<file path="src/design/ctcp_pkg.sv">
// Constants for the capture timer configuration and pin control block.
// Assumes a single 200 MHz clock and a plain strobe register port.
// Function
// - Count source field picks the counter tick
// - Filter clock field picks the filter sampling clock
// - Capture pins are inputs after reset
// - Edge guard after output-to-input switch
// - Supply disabled: writes ignored, reads give defaults, except the peripheral, latch and direction registers
// - Event pulse triggers capture B when enabled
// - Event capture blocked in PWM or compare mode
// - Software counter write beats hardware clear
// - Selected pin edge copies counter to general register
// - Run bit starts and stops counting
package ctcp_pkg;

    // ----------------------------------------------------------------
    // Register offsets
    // ----------------------------------------------------------------
    localparam logic [7:0] OFS_PERIPH = 8'h00;
    localparam logic [7:0] OFS_MODE = 8'h04;
    localparam logic [7:0] OFS_CTRL = 8'h08;
    localparam logic [7:0] OFS_CAPCMP = 8'h0C;
    localparam logic [7:0] OFS_CNT = 8'h10;
    localparam logic [7:0] OFS_GRA = 8'h14;
    localparam logic [7:0] OFS_GRB = 8'h18;
    localparam logic [7:0] OFS_STATUS = 8'h1C;
    localparam logic [7:0] OFS_MASK = 8'h20;
    localparam logic [7:0] OFS_LATCH = 8'h24;
    localparam logic [7:0] OFS_DIR = 8'h28;

    // ----------------------------------------------------------------
    // Field positions
    // ----------------------------------------------------------------
    localparam int MODE_RUN = 0;
    localparam int MODE_PWM = 1;
    localparam int MODE_FEN_A = 2;
    localparam int MODE_FEN_B = 3;
    localparam int MODE_FCK = 4;
    localparam int MODE_EVC = 6;
    localparam int CTRL_SRC = 0;
    localparam int CTRL_CLR = 3;
    localparam int IO_EDGE_A = 0;
    localparam int IO_MODE_A = 2;
    localparam int IO_EDGE_B = 4;
    localparam int IO_MODE_B = 6;
    localparam int ST_CAP_A = 0;
    localparam int ST_CAP_B = 1;
    localparam int ST_OVF = 2;

    // ----------------------------------------------------------------
    // Encodings and reset values
    // ----------------------------------------------------------------
    localparam logic [2:0] SRC_CLK = 3'h0;
    localparam logic [2:0] SRC_DIV2 = 3'h1;
    localparam logic [2:0] SRC_DIV4 = 3'h2;
    localparam logic [2:0] SRC_DIV8 = 3'h3;
    localparam logic [2:0] SRC_DIV32 = 3'h4;
    localparam logic [2:0] SRC_EXT_A = 3'h5;
    localparam logic [2:0] SRC_EXT_B = 3'h7;
    localparam logic [1:0] FCK_DIV32 = 2'h0;
    localparam logic [1:0] FCK_DIV8 = 2'h1;
    localparam logic [1:0] FCK_CLK = 2'h2;
    localparam logic [1:0] FCK_RST = FCK_DIV32;
    localparam logic [1:0] EDGE_RISE = 2'h0;
    localparam logic [1:0] EDGE_FALL = 2'h1;
    localparam logic [1:0] CLR_ON_A = 2'h1;
    localparam logic [1:0] CLR_ON_B = 2'h2;
    localparam logic [1:0] DIR_RST = 2'h3;
    localparam logic [1:0] LATCH_RST = 2'h0;
    localparam logic [31:0] READ_DEFAULT = 32'h0000_0000;

    // ----------------------------------------------------------------
    // Timing: edge guard after a pin turns to input
    // ----------------------------------------------------------------
    localparam logic [2:0] GUARD_NOFILT = 3'h2;
    localparam logic [2:0] GUARD_FILT = 3'h5;

endpackage

</file>
<file path="src/design/ctcp_top.sv">
// Capture timer with count source, filter clock, pin control and events.
// Assumes a strobe register port on clk_sys and pins from outside.
module ctcp_top
    import ctcp_pkg::*;
(
    input wire logic clk_sys,             // System clock, 200 MHz
    input wire logic reset,               // Async reset, active high
    input wire logic [7:0] reg_addr,      // Register byte address
    input wire logic [31:0] reg_wdata,    // Write data
    input wire logic reg_wr,              // Write strobe
    input wire logic reg_rd,              // Read strobe
    output logic [31:0] reg_rdata,        // Read data, cycle after strobe
    input wire logic capcmp_pin_a_in,     // Pin A level
    output logic capcmp_pin_a_out,        // Pin A drive value
    output logic capcmp_pin_a_oe,         // Pin A drive enable
    input wire logic capcmp_pin_b_in,     // Pin B level
    output logic capcmp_pin_b_out,        // Pin B drive value
    output logic capcmp_pin_b_oe,         // Pin B drive enable
    input wire logic ext_clock_a,         // External clock A
    input wire logic ext_clock_b,         // External clock B
    input wire logic event_link_pulse,    // Event link capture pulse
    output logic timer_irq                // Interrupt, level
);
    // ----------------------------------------------------------------
    // Registers
    // ----------------------------------------------------------------
    logic timer_clock_supply_en_ff;
    logic count_run_ff;
    logic pwm_mode_sel_ff;
    logic filter_en_a_ff;
    logic filter_en_b_ff;
    logic [1:0] filter_clock_sel_ff;
    logic event_capture_en_ff;
    logic [2:0] count_source_sel_ff;
    logic [1:0] clr_sel_ff;
    logic [1:0] edge_a_ff;
    logic chan_a_mode_bit_ff;
    logic [1:0] edge_b_ff;
    logic chan_b_mode_bit_ff;
    logic [15:0] timer_counter_ff;
    logic [15:0] general_reg_a_ff;
    logic [15:0] general_reg_b_ff;
    logic [2:0] status_ff;
    logic [2:0] mask_ff;
    logic [1:0] port_latch_ff;
    logic [1:0] pin_oe_ff;
    logic [4:0] pres_ff;
    logic [1:0] ext_prev_ff;
    logic [31:0] rdata_ff;
    logic irq_ff;

    // ----------------------------------------------------------------
    // Pin synchronisers and filters
    // ----------------------------------------------------------------
    logic [3:0] pin_sync;
    logic edge_a;
    logic edge_b;

    ctcp_sync #(.WIDTH(4)) u_sync (
        .clk_sys(clk_sys),
        .reset(reset),
        .d_in({ext_clock_b, ext_clock_a, capcmp_pin_b_in, capcmp_pin_a_in}),
        .q_out(pin_sync)
    );

    // ----------------------------------------------------------------
    // Prescaler and count source
    // ----------------------------------------------------------------
    wire tick_div2 = pres_ff[0];
    wire tick_div4 = &pres_ff[1:0];
    wire tick_div8 = &pres_ff[2:0];
    wire tick_div32 = &pres_ff;
    wire ext_a_rise = pin_sync[2] & ~ext_prev_ff[0];
    wire ext_b_rise = pin_sync[3] & ~ext_prev_ff[1];
    wire src_tick = (count_source_sel_ff == SRC_CLK) ? 1'b1 :
                    (count_source_sel_ff == SRC_DIV2) ? tick_div2 :
                    (count_source_sel_ff == SRC_DIV4) ? tick_div4 :
                    (count_source_sel_ff == SRC_DIV8) ? tick_div8 :
                    (count_source_sel_ff == SRC_DIV32) ? tick_div32 :
                    (count_source_sel_ff == SRC_EXT_A) ? ext_a_rise :
                    (count_source_sel_ff == SRC_EXT_B) ? ext_b_rise : 1'b0;
    wire filt_tick = (filter_clock_sel_ff == FCK_DIV32) ? tick_div32 :
                     (filter_clock_sel_ff == FCK_DIV8) ? tick_div8 :
                     (filter_clock_sel_ff == FCK_CLK) ? 1'b1 : src_tick;

    ctcp_pin_filter u_filt_a (
        .clk_sys(clk_sys),
        .reset(reset),
        .pin_in(pin_sync[0]),
        .is_input(~pin_oe_ff[0]),
        .filt_en(filter_en_a_ff),
        .samp_tick(filt_tick),
        .edge_sel(edge_a_ff),
        .edge_pulse(edge_a)
    );

    ctcp_pin_filter u_filt_b (
        .clk_sys(clk_sys),
        .reset(reset),
        .pin_in(pin_sync[1]),
        .is_input(~pin_oe_ff[1]),
        .filt_en(filter_en_b_ff),
        .samp_tick(filt_tick),
        .edge_sel(edge_b_ff),
        .edge_pulse(edge_b)
    );

    // ----------------------------------------------------------------
    // Register access decode
    // ----------------------------------------------------------------
    wire always_open = (reg_addr == OFS_PERIPH) || (reg_addr == OFS_LATCH) ||
                       (reg_addr == OFS_DIR);
    wire reg_open = timer_clock_supply_en_ff | always_open;
    wire wr_ok = reg_wr & reg_open;
    wire wr_periph = wr_ok & (reg_addr == OFS_PERIPH);
    wire wr_mode = wr_ok & (reg_addr == OFS_MODE);
    wire wr_ctrl = wr_ok & (reg_addr == OFS_CTRL);
    wire wr_capcmp = wr_ok & (reg_addr == OFS_CAPCMP);
    wire wr_cnt = wr_ok & (reg_addr == OFS_CNT);
    wire wr_gra = wr_ok & (reg_addr == OFS_GRA);
    wire wr_grb = wr_ok & (reg_addr == OFS_GRB);
    wire wr_status = wr_ok & (reg_addr == OFS_STATUS);
    wire wr_mask = wr_ok & (reg_addr == OFS_MASK);
    wire wr_latch = wr_ok & (reg_addr == OFS_LATCH);
    wire wr_dir = wr_ok & (reg_addr == OFS_DIR);

    // ----------------------------------------------------------------
    // Capture, clear and count
    // ----------------------------------------------------------------
    wire active = timer_clock_supply_en_ff;
    wire evt_ok = event_capture_en_ff & chan_b_mode_bit_ff &
                  (edge_b_ff == EDGE_RISE) & ~pwm_mode_sel_ff;
    wire cap_a = active & chan_a_mode_bit_ff & edge_a;
    wire cap_b = active & chan_b_mode_bit_ff &
                 (edge_b | (event_link_pulse & evt_ok));
    wire hw_clr = (cap_a & (clr_sel_ff == CLR_ON_A)) |
                  (cap_b & (clr_sel_ff == CLR_ON_B));
    wire cnt_tick = active & count_run_ff & src_tick;
    wire cnt_ovf = cnt_tick & (&timer_counter_ff) & ~wr_cnt & ~hw_clr;
    wire [15:0] nxt_timer_counter = wr_cnt ? reg_wdata[15:0] :
                                    hw_clr ? 16'h0000 :
                                    cnt_tick ? timer_counter_ff + 16'h0001 :
                                    timer_counter_ff;
    wire [2:0] st_set = {cnt_ovf, cap_b, cap_a};
    wire [2:0] st_clr = wr_status ? reg_wdata[2:0] : 3'h0;
    wire [2:0] nxt_status = (status_ff & ~st_clr) | st_set;

    // ----------------------------------------------------------------
    // Read mux
    // ----------------------------------------------------------------
    wire [31:0] mode_word = {25'h0, event_capture_en_ff, filter_clock_sel_ff,
                             filter_en_b_ff, filter_en_a_ff, pwm_mode_sel_ff,
                             count_run_ff};
    wire [31:0] capcmp_word = {25'h0, chan_b_mode_bit_ff, edge_b_ff, 1'b0,
                               chan_a_mode_bit_ff, edge_a_ff};
    wire [31:0] rd_val = (reg_addr == OFS_PERIPH) ? {31'h0, timer_clock_supply_en_ff} :
                         (reg_addr == OFS_MODE) ? mode_word :
                         (reg_addr == OFS_CTRL) ? {27'h0, clr_sel_ff, count_source_sel_ff} :
                         (reg_addr == OFS_CAPCMP) ? capcmp_word :
                         (reg_addr == OFS_CNT) ? {16'h0, timer_counter_ff} :
                         (reg_addr == OFS_GRA) ? {16'h0, general_reg_a_ff} :
                         (reg_addr == OFS_GRB) ? {16'h0, general_reg_b_ff} :
                         (reg_addr == OFS_STATUS) ? {29'h0, status_ff} :
                         (reg_addr == OFS_MASK) ? {29'h0, mask_ff} :
                         (reg_addr == OFS_LATCH) ? {30'h0, port_latch_ff} :
                         (reg_addr == OFS_DIR) ? {30'h0, ~pin_oe_ff} : READ_DEFAULT;
    wire [31:0] nxt_rdata = (reg_rd & reg_open) ? rd_val : READ_DEFAULT;

    // ----------------------------------------------------------------
    // Configuration registers
    // ----------------------------------------------------------------
    always_ff @(posedge clk_sys or posedge reset) begin
        if (reset) begin
            timer_clock_supply_en_ff <= 1'b0;
            count_run_ff <= 1'b0;
            pwm_mode_sel_ff <= 1'b0;
            filter_en_a_ff <= 1'b0;
            filter_en_b_ff <= 1'b0;
            filter_clock_sel_ff <= FCK_RST;
            event_capture_en_ff <= 1'b0;
            count_source_sel_ff <= SRC_CLK;
            clr_sel_ff <= 2'h0;
            edge_a_ff <= EDGE_RISE;
            chan_a_mode_bit_ff <= 1'b0;
            edge_b_ff <= EDGE_RISE;
            chan_b_mode_bit_ff <= 1'b0;
        end else begin
            if (wr_periph) begin
                timer_clock_supply_en_ff <= reg_wdata[0];
            end
            if (wr_mode) begin
                count_run_ff <= reg_wdata[MODE_RUN];
                pwm_mode_sel_ff <= reg_wdata[MODE_PWM];
                filter_en_a_ff <= reg_wdata[MODE_FEN_A];
                filter_en_b_ff <= reg_wdata[MODE_FEN_B];
                filter_clock_sel_ff <= reg_wdata[MODE_FCK +: 2];
                event_capture_en_ff <= reg_wdata[MODE_EVC];
            end
            if (wr_ctrl) begin
                count_source_sel_ff <= reg_wdata[CTRL_SRC +: 3];
                clr_sel_ff <= reg_wdata[CTRL_CLR +: 2];
            end
            if (wr_capcmp) begin
                edge_a_ff <= reg_wdata[IO_EDGE_A +: 2];
                chan_a_mode_bit_ff <= reg_wdata[IO_MODE_A];
                edge_b_ff <= reg_wdata[IO_EDGE_B +: 2];
                chan_b_mode_bit_ff <= reg_wdata[IO_MODE_B];
            end
        end
    end

    // ----------------------------------------------------------------
    // Counter, captures, status and pins
    // ----------------------------------------------------------------
    always_ff @(posedge clk_sys or posedge reset) begin
        if (reset) begin
            timer_counter_ff <= 16'h0000;
            general_reg_a_ff <= 16'h0000;
            general_reg_b_ff <= 16'h0000;
            status_ff <= 3'h0;
            mask_ff <= 3'h0;
            port_latch_ff <= LATCH_RST;
            pin_oe_ff <= ~DIR_RST;
            pres_ff <= 5'h00;
            ext_prev_ff <= 2'h0;
            rdata_ff <= READ_DEFAULT;
            irq_ff <= 1'b0;
        end else begin
            timer_counter_ff <= nxt_timer_counter;
            general_reg_a_ff <= wr_gra ? reg_wdata[15:0] :
                                cap_a ? timer_counter_ff : general_reg_a_ff;
            general_reg_b_ff <= wr_grb ? reg_wdata[15:0] :
                                cap_b ? timer_counter_ff : general_reg_b_ff;
            status_ff <= nxt_status;
            if (wr_mask) begin
                mask_ff <= reg_wdata[2:0];
            end
            if (wr_latch) begin
                port_latch_ff <= reg_wdata[1:0];
            end
            if (wr_dir) begin
                pin_oe_ff <= ~reg_wdata[1:0];
            end
            pres_ff <= pres_ff + 5'h01;
            ext_prev_ff <= pin_sync[3:2];
            rdata_ff <= nxt_rdata;
            irq_ff <= |(status_ff & mask_ff);
        end
    end

    assign reg_rdata = rdata_ff;
    assign capcmp_pin_a_out = port_latch_ff[0];
    assign capcmp_pin_b_out = port_latch_ff[1];
    assign capcmp_pin_a_oe = pin_oe_ff[0];
    assign capcmp_pin_b_oe = pin_oe_ff[1];
    assign timer_irq = irq_ff;

    // ----------------------------------------------------------------
    // Assertions
    // ----------------------------------------------------------------
    a_bad_src_halt: assert property (@(posedge clk_sys) disable iff (reset)
        (count_source_sel_ff == 3'h6) |-> !cnt_tick)
        else $error("reserved count source ticked");
    a_div8_tick: assert property (@(posedge clk_sys) disable iff (reset)
        (cnt_tick && count_source_sel_ff == SRC_DIV8) |-> (pres_ff[2:0] == 3'h7))
        else $error("divide by 8 tick misplaced");
    a_filt_div32: assert property (@(posedge clk_sys) disable iff (reset)
        (filter_clock_sel_ff == FCK_DIV32 && filt_tick) |-> (pres_ff == 5'h1F))
        else $error("filter div 32 tick misplaced");
    a_drive_needs_dir: assert property (@(posedge clk_sys) disable iff (reset)
        $rose(pin_oe_ff[0]) |-> $past(wr_dir && !reg_wdata[0]))
        else $error("pin A driven without direction write");
    a_gated_write: assert property (@(posedge clk_sys) disable iff (reset)
        (reg_wr && !timer_clock_supply_en_ff && reg_addr == OFS_MODE) |=> $stable(mode_word))
        else $error("mode written while supply off");
    a_gated_read: assert property (@(posedge clk_sys) disable iff (reset)
        (reg_rd && !timer_clock_supply_en_ff && reg_addr == OFS_CNT) |=> (reg_rdata == 32'h0))
        else $error("counter read while supply off");
    a_event_capture: assert property (@(posedge clk_sys) disable iff (reset)
        (event_link_pulse && evt_ok && active && !wr_grb)
        |=> (general_reg_b_ff == $past(timer_counter_ff)))
        else $error("event pulse missed capture B");
    a_event_blocked: assert property (@(posedge clk_sys) disable iff (reset)
        (event_link_pulse && (pwm_mode_sel_ff || !chan_b_mode_bit_ff) && !edge_b && !wr_grb)
        |=> $stable(general_reg_b_ff))
        else $error("event captured in blocked mode");
    a_write_beats_clr: assert property (@(posedge clk_sys) disable iff (reset)
        (wr_cnt && hw_clr) |=> (timer_counter_ff == $past(reg_wdata[15:0])))
        else $error("hardware clear beat software write");
    a_pin_capture: assert property (@(posedge clk_sys) disable iff (reset)
        (cap_a && !wr_gra) |=> (general_reg_a_ff == $past(timer_counter_ff)))
        else $error("capture A value wrong");
    a_stop_holds: assert property (@(posedge clk_sys) disable iff (reset)
        (!count_run_ff && !wr_cnt && !hw_clr) |=> $stable(timer_counter_ff))
        else $error("counter moved while stopped");
    a_wrap_zero: assert property (@(posedge clk_sys) disable iff (reset)
        cnt_ovf |=> (timer_counter_ff == 16'h0000 && status_ff[ST_OVF]))
        else $error("overflow did not wrap");
endmodule

</file>
<file path="src/design/ctcp_sync.sv">
// Two flip-flop synchroniser for a group of asynchronous levels.
// Assumes the inputs may change at any time against clk_sys.
module ctcp_sync #(
    parameter int WIDTH = 4
) (
    input wire logic clk_sys,            // System clock
    input wire logic reset,              // Async reset, active high
    input wire logic [WIDTH-1:0] d_in,   // Asynchronous levels
    output logic [WIDTH-1:0] q_out       // Synchronised levels
);
    logic [WIDTH-1:0] meta_ff;
    logic [WIDTH-1:0] sync_ff;

    always_ff @(posedge clk_sys or posedge reset) begin
        if (reset) begin
            meta_ff <= '0;
            sync_ff <= '0;
        end else begin
            meta_ff <= d_in;
            sync_ff <= meta_ff;
        end
    end

    assign q_out = sync_ff;
endmodule

</file>
<file path="src/design/ctcp_pin_filter.sv">
// Per-pin digital filter, post-switch edge guard and edge selection.
// Assumes pin_in is already synchronised to clk_sys.
module ctcp_pin_filter
    import ctcp_pkg::*;
(
    input wire logic clk_sys,          // System clock
    input wire logic reset,            // Async reset, active high
    input wire logic pin_in,           // Synchronised pin level
    input wire logic is_input,         // Pin direction is input
    input wire logic filt_en,          // Digital filter enabled
    input wire logic samp_tick,        // Filter sampling tick
    input wire logic [1:0] edge_sel,   // Valid edge choice
    output logic edge_pulse            // One-cycle valid edge
);
    logic [2:0] smp_ff;
    logic lvl_ff;
    logic [2:0] guard_ff;
    logic edge_ff;

    wire agree_hi = &smp_ff;
    wire agree_lo = ~|smp_ff;
    wire filt_lvl = agree_hi ? 1'b1 : (agree_lo ? 1'b0 : lvl_ff);
    wire nxt_lvl = filt_en ? filt_lvl : pin_in;
    wire guard_step = filt_en ? samp_tick : 1'b1;
    wire guard_done = (guard_ff == 3'h0);
    wire rise = nxt_lvl & ~lvl_ff;
    wire fall = ~nxt_lvl & lvl_ff;
    wire sel_edge = (edge_sel == EDGE_RISE) ? rise :
                    (edge_sel == EDGE_FALL) ? fall : (rise | fall);
    wire [2:0] nxt_guard = !is_input ? (filt_en ? GUARD_FILT : GUARD_NOFILT) :
                           (!guard_done && guard_step) ? guard_ff - 3'h1 : guard_ff;

    always_ff @(posedge clk_sys or posedge reset) begin
        if (reset) begin
            smp_ff <= 3'h0;
            lvl_ff <= 1'b0;
            guard_ff <= 3'h0;
            edge_ff <= 1'b0;
        end else begin
            if (samp_tick) begin
                smp_ff <= {smp_ff[1:0], pin_in};
            end
            lvl_ff <= nxt_lvl;
            guard_ff <= nxt_guard;
            edge_ff <= is_input & guard_done & sel_edge;
        end
    end

    assign edge_pulse = edge_ff;

    a_guard_blocks_edge: assert property (@(posedge clk_sys) disable iff (reset)
        (!guard_done || !is_input) |=> !edge_ff)
        else $error("edge seen during post-switch guard");
endmodule

</file>
<file path="config.mk">
export PLATFORM = sky130hd
export DESIGN_NAME = ctcp_top
export DESIGN_NICKNAME = d
export VERILOG_FILES = /design/src/design/ctcp_pkg.sv /design/src/design/ctcp_top.sv /design/src/design/ctcp_sync.sv /design/src/design/ctcp_pin_filter.sv
export SDC_FILE = /design/constraint.sdc
export NUM_CORES = 1
export LEC_CHECK = 0
export BUFFER_PORTS_ARGS = -buffer_cell sky130_fd_sc_hd__buf_2
export CORE_ASPECT_RATIO = 0.9
export CORE_UTILIZATION = 40
export CTS_BUF_LIST = sky130_fd_sc_hd__clkbuf_16
export DETAILED_ROUTE_END_ITERATION = 7
export PLACE_DENSITY = 0.73
export REMOVE_ABC_BUFFERS = 1
export SYNTH_ARGS = -nofsm -noshare
export SYNTH_HDL_FRONTEND = slang
export SYNTH_SLANG_ARGS = --single-unit
</file>
<file path="constraint.sdc">
create_clock -name clk_sys -period 3.68 [get_ports clk_sys]
set_input_delay 0.368 -clock clk_sys [delete_from_list [all_inputs] [get_ports clk_sys]]
set_output_delay 0.368 -clock clk_sys [all_outputs]
set_load 0.005 [all_outputs]
</file>
==> flow_summary.toml, run 1 <==
[floorplan]
core_mm2 = 0.01555
io_pins = 86
start_util_pct = 41.18
row_count = 43
dieArea_mm2 = 0.01652
die_w_um = 135.4
die_y_um = 122.0

[global_routing]
gr-total-overflow = 0
antenna_found_initial = 0
grt.busiest_layer = "met2"
grt_pass1_wl_um = 24370
grt_max_degree = 66
met1_usage_pct = 27.93
grtUsageMet2_pct = 27.98
grt_pass1_vias = 4597
globalRouteMet3Util_pct = 5.993
gr-usage-all-layers_pct = 19.54

[setup_path]
reg2reg_from = "pres_ff[0]$_DFF_PP0_"
cp_max_fo = 17
critPathLaunch = "pres_ff[0]$_DFF_PP0_"
reg2reg_slack_ns = 1.07
worstPathArrival_ns = 2.94
end_kind = "flop"
crit_required_ns = 4.01
path_class = "reg -> reg"
critPathLaunchType = "flop"

[hold_path]
hold_class = "in -> reg"
hp-start = "ext_clock_a"

[cells_and_area]
final_cell_area_mm2 = 0.007325
fillers = 1411
stdcell_count = 894
nNetsFinal = 740
layout-drive-gt1-share_pct = 19.22
syn_to_final_growth_pct = 14.40
diodes = 0

[run_status]
status = "complete, no violations"

[logic_synthesis]
yosys.cell_count.top_type = "dfrtp_1"
synth_edf_count = 0
yosysWarnings = 0
synth.area.top_cells = "dfrtp_1 49%, mux2i_1 5.6%, mux2_2 5.5%"
ys_ff_latch = 125
synth_top_cell_by_area = "dfrtp_1"
avgSynthCellArea_um2 = 10.07
ys_top_cells_by_count = "125 x dfrtp_1, 64 x nand2_1, 57 x a21oi_1"
synth_flop_cell = "dfrtp_1"
async_flop_share_pct = 100.0
synth-seq-area-share_pct = 48.86
synth.distinct_cells = 64
synth_area_mm2 = 0.006402
synth_top_area_share_pct = 48.86
synth_cells = 636

[sta]
tightest_slew_ns = 0.9050
slew_headroom_pct = 39.48
rsz0062_at_grt = "no"
clock_skew_ns = 0.006552
finalCritPeriodShare_pct = 70.85
setup_viol = 0
fin_crit_ns = 2.607
timing.final.ws_setup_ns = 1.073
hold_viol = 0
slew_viol_final = 0
max_freq_mhz = 383.6

[routing]
routedWlPerCell_um = 16.95
drtIter0Drc = 465
vias = 4971
dr.pass1.iters = 6
wl_um = 15150
drtAntennaViolNets = 0
drcViolationCount = 0
vias_per_cell = 5.560

[pwr]
p_leak_uw = 0.003330
worst_ir_drop_vdd_v = 0.0003211
powerDensity_mw_per_mm2 = 453.7

[place]
dp_cells = 862
dp_hpwl_um = 10020
placed_area_mm2 = 0.006784
place_congestion = 0.9145
preCtsSetupSlack_ns = 1.096
place.port_buffers = 53

[clocking]
clock_sinks = 125
ctsHoldBuffers = 0
path_clk_slew_ns = 0.05
cts-buffers-inserted = 17
cts_setup_buffers = 0
htree_num_levels = 4
clk_path_buf_depth = 2
cts_tree = "done"
cts_resized = 0
clockRootBuffer = "clkbuf_16"
worstSkewPairLatency_ns = 0.42

[flow_run]
maxCapViolCount = 0
[worst max-delay path, cell delays in order, from the launching register on]
cell and delay (ns):
dfrtp_1 0.39, ha_1 0.23, ha_1 0.20, and3b_1 0.19, o31ai_2 0.31, a41oi_2 0.46, o21ai_0 0.43, a22oi_1 0.13
o21ai_0 0.18
[flip-flops by register name, indices dropped and copies added (netlist names), 3 cells and up]
register / count
general_reg_b_ff: 16
timer_counter_ff: 16
reg_rdata: 16
u_filt_a.guard_ff: 3
mask_ff: 3
pres_ff: 5
general_reg_a_ff: 16
u_filt_a.smp_ff: 3
u_filt_b.guard_ff: 3
u_sync.meta_ff: 4
u_sync.q_out: 4
count_source_sel_ff: 3
status_ff: 3
u_filt_b.smp_ff: 3
[power breakdown]
group / total (uW) / switching, uW / internal, uW
Combinational: 311 / 187 / 125
Clock: 1550 / 580 / 967
Sequential: 1460 / 35.0 / 1430
[through the flow]
step | power, uW | hold slack, ns | utilization [%] | setup TNS (ns)
floorplan | 1692 | 0.3312 | - | -1.948
global placement | 1783 | 0.3322 | 43.63 | 0
detailed placement | 1793 | 0.3347 | 43.63 | 0
CTS | 3346 | 0.03732 | 47.11 | 0
global route | 3454 | 0.04079 | 47.11 | 0
finish | 3323 | 0.05733 | 47.11 | 0
[final cells by class]
cell class              count  area [um2]  share of cell area (%)
repair buffers             61       337.8                   4.612
clock buffers              17       425.4                   5.808
well taps                 202       252.7                   3.451
clock inverters            15       115.1                   1.572
flip-flops and latches    125        3128                   42.71
inverters                  18       70.07                  0.9566
multi-input cells         456        2995                   40.90
[worst paths after layout]
kind / depth (start not counted) / endpoint
hold reg to reg: 0 / u_sync.q_out[3]$_DFF_PP0_
hold / removal: 1 / u_sync.meta_ff[2]$_DFF_PP0_
min in group asynchronous: 2 / timer_irq$_DFF_PP0_
setup / recovery: 8 / u_filt_b.guard_ff[1]$_DFFE_PP0P_
setup reg to reg: 8 / u_filt_b.guard_ff[1]$_DFFE_PP0P_
max in group asynchronous: 3 / u_filt_b.edge_pulse$_DFF_PP0_
[routing by layer]
metal  share of wire [%]  wire length, um  vias to the layer above
li1                    -                -                     2327
met1                  48             7211                     2456
met2                  44             6675                      171
met3                 7.1             1076                       17
met4                 1.3              191                        0
met5                   0                0                        -
[logic make-up after synthesis]
family,count (synthesis),synth area share [%]
and+or+nand+nor,195,15.13
AOI/OAI and AO/OA,151,15.03
DFF,125,48.86
buffers and inverters,70,5.237
muxes,68,11.43
xor gates and xnor gates,14,1.915
adders and majority gates,12,2.345
other,1,0.05857
[cells in the final DEF (no fill, tap or decap), types with 3 or more instances in the layout]
cell type  count
nor2b_1       11
o21ai_0       30
o31ai_1        4
a21o_1         4
nand4_1       10
nand3_1       11
clkinv_1       4
nand2_1       64
a211oi_1       5
xor2_1        12
dfrtp_1      125
nor3_1         5
mux2_2        31
mux2i_1       36
a22oi_1       18
and3_1         8
nor2_1        52
a221oi_1       9
clkbuf_16     17
ha_1          12
and2_1         4
buf_2         53
buf_4          7
nand2b_1       7
inv_1         21
clkinv_2       5
or2_2          3
a21oi_1       57
or3_1          3
conb_1        16
No activity file was read; power rests on OpenSTA's default activity.
==> run 2: changes to the inputs <==
--- a/config.mk
+++ b/config.mk
@@ -10,7 +10,7 @@
 export CORE_UTILIZATION = 40
 export CTS_BUF_LIST = sky130_fd_sc_hd__clkbuf_16
 export DETAILED_ROUTE_END_ITERATION = 7
-export PLACE_DENSITY = 0.73
+export PLACE_DENSITY = 0.71
 export REMOVE_ABC_BUFFERS = 1
 export SYNTH_ARGS = -nofsm -noshare
 export SYNTH_HDL_FRONTEND = slang
==> constraint.sdc (replaced) <==
create_clock -name clk_sys -period 2.5 [get_ports clk_sys]
set_input_delay 0.25 -clock clk_sys [delete_from_list [all_inputs] [get_ports clk_sys]]
set_output_delay 0.25 -clock clk_sys [all_outputs]
set_load 0.005 [all_outputs]
==> run 2 against run 1 <==
  * Register-to-register slack lost 0.88 ns
  * Global-route usage shrank 0.17 points
  * Setup slack lost 0.88 ns
  * Total power grew 44%
  * Utilization grew 1.1 points
  * Via count shrank 0.62%
  * Wire length shrank 1.6%
  * Sequential power grew 48%
  * Highest routed layer unchanged
==> flow_summary.toml, run 2 (synthesis results as in run 1) <==
[sta]
slew_viol_final = 0
timing.final.ws_setup_ns = 0.1971
clock_skew_ns = 0.004020
setup_viol = 0
hold_viol = 0
slew_headroom_pct = 61.74
max_freq_mhz = 434.2
holdWs_ns = 0.07372
finalCritPeriodShare_pct = 92.12
rsz0062_at_grt = "no"
fin_crit_ns = 2.303
tightest_slew_ns = 0.5692

[routing]
drtIter0Drc = 399
wl_um = 14910
dr.pass1.iters = 5
drtAntennaViolNets = 0
vias = 4940
vias_per_cell = 5.393
drcViolationCount = 0
routedWlPerCell_um = 16.27

[global_routing]
grt_max_degree = 75
gr-total-overflow = 0
grt_pass1_wl_um = 24360
grt_pass1_vias = 4631
gr-usage-all-layers_pct = 19.37
antenna_found_initial = 0

[cells_and_area]
final_cell_area_mm2 = 0.007495
utilization_pct = 48.20
syn_to_final_growth_pct = 17.06
nNetsFinal = 763
final_cell_mix = "125 x dfrtp_1, 64 x nand2_1, 57 x a21oi_1"
fillers = 1426
stdcell_count = 916
diodes = 0
mostFrequentLayoutCell = "dfrtp_1"
layout-drive-gt1-share_pct = 21.01

[setup_path]
path_class = "reg -> reg"
path_buf_inv = 0
reg2reg_slack_ns = 0.20
crit_chain = "ha_1, ha_1, and3b_1, o31ai_2, a41oi_2, mux2_2, o21ai_0, o21ai_0"
critPathMaxStageDelay_ns = 0.39
end_kind = "flop"
r2r_cells = 8
worstPathArrival_ns = 2.59
critPathSlowestCell = "dfrtp_1"
critPathLaunchType = "flop"
timing.rr.end = "u_filt_a.guard_ff[2]$_DFFE_PP0P_"
crit_required_ns = 2.79
reg2reg_from = "pres_ff[0]$_DFF_PP0_"
critical-path-top-delay-family = "compound AO/OA/AOI/OAI gates"
cp_max_fo = 8

[pwr]
p_leak_uw = 0.003422
powerDensity_mw_per_mm2 = 637.2
worst_ir_drop_vdd_v = 0.0004904

[floorplan]
die_w_um = 135.4
dieArea_mm2 = 0.01652
io_pins = 86
start_util_pct = 41.18
core_mm2 = 0.01555
row_count = 43
die_y_um = 122.0

[clocking]
clock_sinks = 125
htree_num_levels = 4
ctsHoldBuffers = 5
path_clk_slew_ns = 0.05
worstSkewPairLatency_ns = 0.42
cts_resized = 0
clockRootBuffer = "clkbuf_16"
cts_tree = "done"
cts-buffers-inserted = 17
cts_setup_buffers = 0
clk_path_buf_depth = 2

[hold_path]
hold_end = "timer_counter_ff[11]$_DFFE_PP0P_"
hold_class = "in -> reg"
hold_depth = 3
hp-start = "reg_wdata[11]"

[flow_run]
maxCapViolCount = 0

[place]
placed_area_mm2 = 0.006932
dp_cells = 880
place.port_buffers = 53
preCtsSetupSlack_ns = 0.1918
place_congestion = 0.9180
dp_hpwl_um = 10350

[run_status]
status = "complete, no violations"
## run 2: final cells by class
cell class	instances	area [um2]	area share [%]
clock buffer	17	425.4	5.676
sequential	125	3128	41.74
tap	202	252.7	3.372
multi-input combinational	456	2995	39.97
inverter	18	70.07	0.9349
clock inverter	14	87.58	1.169
timing repair buffer	84	535.5	7.145
## run 2: per-layer routing
| layer | global-route usage, % | wire (um) | vias up |
|---|---|---|---|
| li1 | - | - | 2369 |
| met4 | 7.584 | 272 | 0 |
| met2 | 28.21 | 6667 | 157 |
| met3 | 5.077 | 901 | 21 |
| met1 | 27.32 | 7064 | 2393 |
| met5 | 0 | 0 | - |
## run 2: worst max path at each step
stage | from | cells after the start | to | slack, ns
final | pres_ff[0]$_DFF_PP0_ | 8 | u_filt_a.guard_ff[2]$_DFFE_PP0P_ | 0.20
after global routing | pres_ff[0]$_DFF_PP0_ | 8 | u_filt_a.guard_ff[2]$_DFFE_PP0P_ | 0.02
after CTS | pres_ff[0]$_DFF_PP0_ | 8 | u_filt_a.guard_ff[2]$_DFFE_PP0P_ | 0.18
after detailed placement | pres_ff[0]$_DFF_PP0_ | 8 | u_filt_a.guard_ff[2]$_DFFE_PP0P_ | 0.19
after global placement | pres_ff[0]$_DFF_PP0_ | 8 | u_filt_a.guard_ff[2]$_DFFE_PP0P_ | 0.22
after floorplan | reset | 1 | active$_DFFE_PP0P_ | -1.08
## run 2: worst register-to-register path: cells and delay by family (launching register included)
kind                       cells  cell delay, ns
and+or+nand+nor                1            0.19
adders and majority gates      2            0.41
AOI/OAI and AO/OA              4            0.83
muxes                          1            0.36
DFF                            1            0.39
## run 2: metrics by stage
step | total power, uW | setup TNS (ns)
4_1_cts | 4824 | 0
5_1_grt | 4981 | 0
3_3_place_gp | 2633 | 0
6_report | 4776 | 0
3_5_place_dp | 2652 | 0
2_1_floorplan | 2490 | -134.70
## run 2: power by group
| group | leakage (uW) | switching, uW | total (uW) | internal [uW] |
|---|---|---|---|---|
| Combinational | 0.00156 | 274 | 468 | 194 |
| Sequential | 0.00160 | 50.8 | 2160 | 2100 |
| Clock | 0.000259 | 835 | 2150 | 1320 |
==> run 3: changes to the inputs <==
--- a/config.mk
+++ b/config.mk
@@ -6,11 +6,13 @@
 export NUM_CORES = 1
 export LEC_CHECK = 0
 export BUFFER_PORTS_ARGS = -buffer_cell sky130_fd_sc_hd__buf_2
+export CELL_PAD_IN_SITES_DETAIL_PLACEMENT = 0
+export CELL_PAD_IN_SITES_GLOBAL_PLACEMENT = 1
 export CORE_ASPECT_RATIO = 0.9
 export CORE_UTILIZATION = 40
 export CTS_BUF_LIST = sky130_fd_sc_hd__clkbuf_16
 export DETAILED_ROUTE_END_ITERATION = 7
-export PLACE_DENSITY = 0.71
+export PLACE_DENSITY = 0.84
 export REMOVE_ABC_BUFFERS = 1
 export SYNTH_ARGS = -nofsm -noshare
 export SYNTH_HDL_FRONTEND = slang
==> run 3 against run 2 <==
  * Global-route usage up 1.5 points
  * Flip-flop and latch count is the same
  * Sequential share of layout area down 0.090 points
  * Combinational power barely moved
  * Utilization increased by 0.10 points
  * Via count increased by 4.1%
  * Sequential power about the same
  * Largest cell class unchanged
  * Worst hold slack worse by 0.0061 ns
  * Setup slack got worse by 0.032 ns
  * Final cell count is 0.22% lower
  * Total power increased by 0.38%
==> flow_summary.toml, run 3 (synthesis results as in run 1) <==
[routing]
routedWlPerCell_um = 17.54
drcViolationCount = 0
vias = 5142
drtAntennaViolNets = 0
vias_per_cell = 5.626
dr.pass1.iters = 5
wl_um = 16030
drtIter0Drc = 465

[setup_path]
r2r_cells = 8
reg2reg_slack_ns = 0.17
crit_chain = "ha_1, ha_1, and3b_1, o31ai_2, a41oi_4, buf_4, or3_1, o311ai_0"
critPathCapture = "u_filt_a.guard_ff[0]$_DFFE_PP0P_"
critPathSlowestCell = "dfrtp_1"
reg2reg_from = "pres_ff[0]$_DFF_PP0_"
worstPathArrival_ns = 2.64
path_class = "reg -> reg"
critPathMaxStageDelay_ns = 0.39
timing.rr.end = "u_filt_a.guard_ff[0]$_DFFE_PP0P_"
critPathLaunchType = "flop"
critPathLaunch = "pres_ff[0]$_DFF_PP0_"
crit_required_ns = 2.81
path_common_cell = "ha_1"
end_kind = "flop"
cp_max_fo = 7

[clocking]
cts_tree = "done"
clock_sinks = 125
cts_setup_buffers = 0
clockRootBuffer = "clkbuf_16"
clk_path_buf_depth = 2
cts-buffers-inserted = 17
path_clk_slew_ns = 0.05
worstSkewPairLatency_ns = 0.42
htree_num_levels = 4

[floorplan]
core_mm2 = 0.01555
die_w_um = 135.4
die_y_um = 122.0
dieArea_mm2 = 0.01652
row_count = 43
io_pins = 86
start_util_pct = 41.18

[cells_and_area]
layout-drive-gt1-share_pct = 20.79
nNetsFinal = 760
seq_area_mm2 = 0.003128
fillers = 1419
final_cell_mix = "125 x dfrtp_1, 64 x nand2_1, 57 x a21oi_1"
mostFrequentLayoutCell = "dfrtp_1"
multiInputGateArea_mm2 = 0.003007
stdcell_count = 914
diodes = 0
utilization_pct = 48.31
syn_to_final_growth_pct = 17.31

[sta]
setup_viol = 0
finalCritPeriodShare_pct = 93.39
fin_setup_tns_ns = 0
tightest_slew_ns = 0.5317
hold_viol = 0
max_freq_mhz = 428.3
clock_skew_ns = 0.01069
slew_viol_final = 0
timing.final.ws_setup_ns = 0.1652
fin_crit_ns = 2.335
slew_headroom_pct = 64.56

[place]
place_congestion = 0.9129
preCtsSetupSlack_ns = 0.1217
dp_hpwl_um = 11100
dp_cells = 877
place.port_buffers = 53

[pwr]
powerDensity_mw_per_mm2 = 638.3
worst_ir_drop_vdd_v = 0.0004219
p_leak_uw = 0.003425
power.total_uw = 4794

[run_status]
status = "complete, no violations"

[global_routing]
gr-usage-all-layers_pct = 20.86
grt_pass1_wl_um = 25890
grt_pass1_vias = 4939
antenna_found_initial = 0
gr-total-overflow = 0
grt_max_degree = 62

[hold_path]
hold_class = "in -> reg"

[flow_run]
maxCapViolCount = 0
[run 3: changes by cell type in the layout (fill, tap and decap cells not counted), sizes merged]
| cell | delta |
|---|---|
| buf | -3 |
| inv | +1 |
| clkinvlp | -1 |
| clkinv | +1 |
[run 3: layer usage]
metal	GRT usage [%]	share of wire (%)	vias up
li1	-	-	2361
met1	27.72	45	2552
met2	32.92	48	198
met3	4.869	5.1	31
met4	8.216	1.7	0
met5	0	0	-
[run 3: cell type report]
type,count,area share (%)
Inverter,18,0.9329
Clock inverter,15,1.199
Clock buffer,17,5.664
Sequential cell,125,41.65
Timing Repair Buffer,81,7.163
Multi-Input combinational cell,456,40.03
Tap cell,202,3.365
[run 3: worst min path at each step]
stage / startpoint / end / slack, ns / cells after the start
after floorplan: capcmp_pin_a_in / u_sync.meta_ff[0]$_DFF_PP0_ / 0.28 / 0
after global placement: reset / timer_irq$_DFF_PP0_ / 0.27 / 2
final: reg_wdata[7] / timer_counter_ff[7]$_DFFE_PP0P_ / 0.07 / 3
after global routing: reg_wdata[9] / timer_counter_ff[9]$_DFFE_PP0P_ / 0.08 / 3
after detailed placement: reset / mask_ff[2]$_DFFE_PP0P_ / 0.28 / 2
after CTS: reg_wdata[7] / timer_counter_ff[7]$_DFFE_PP0P_ / 0.06 / 3
[run 3: critical path, delay by kind of cell, from the launching register on]
family	cells	cell delay, ns
buf+inv	1	0.22
fa+ha+maj	2	0.42
simple gates	2	0.49
compound gates	3	0.70
flops	1	0.39
[run 3: what timing repair did]
action	CTS	global route
resized for setup	0	1
hold endpoints to repair	33	0
endpoints found under the setup margin	0	2
hold buffers	5	0
[run 3: power breakdown]
part,switching (uW),internal (uW),leakage [uW]
Combinational,276,194,0.00155
Clock,846,1320,0.000271
Sequential,53.6,2100,0.00160
Total,1180,3620,0.00343
[run 3: metrics by stage]
step / cell area (um2) / hold slack, ns
6_report: 7511 / 0.06763
4_1_cts: 7500 / 0.05657
3_5_place_dp: 6934 / 0.2791
2_1_floorplan: 6191 / 0.2814
5_1_grt: 7511 / 0.08324
3_3_place_gp: 6934 / 0.2711
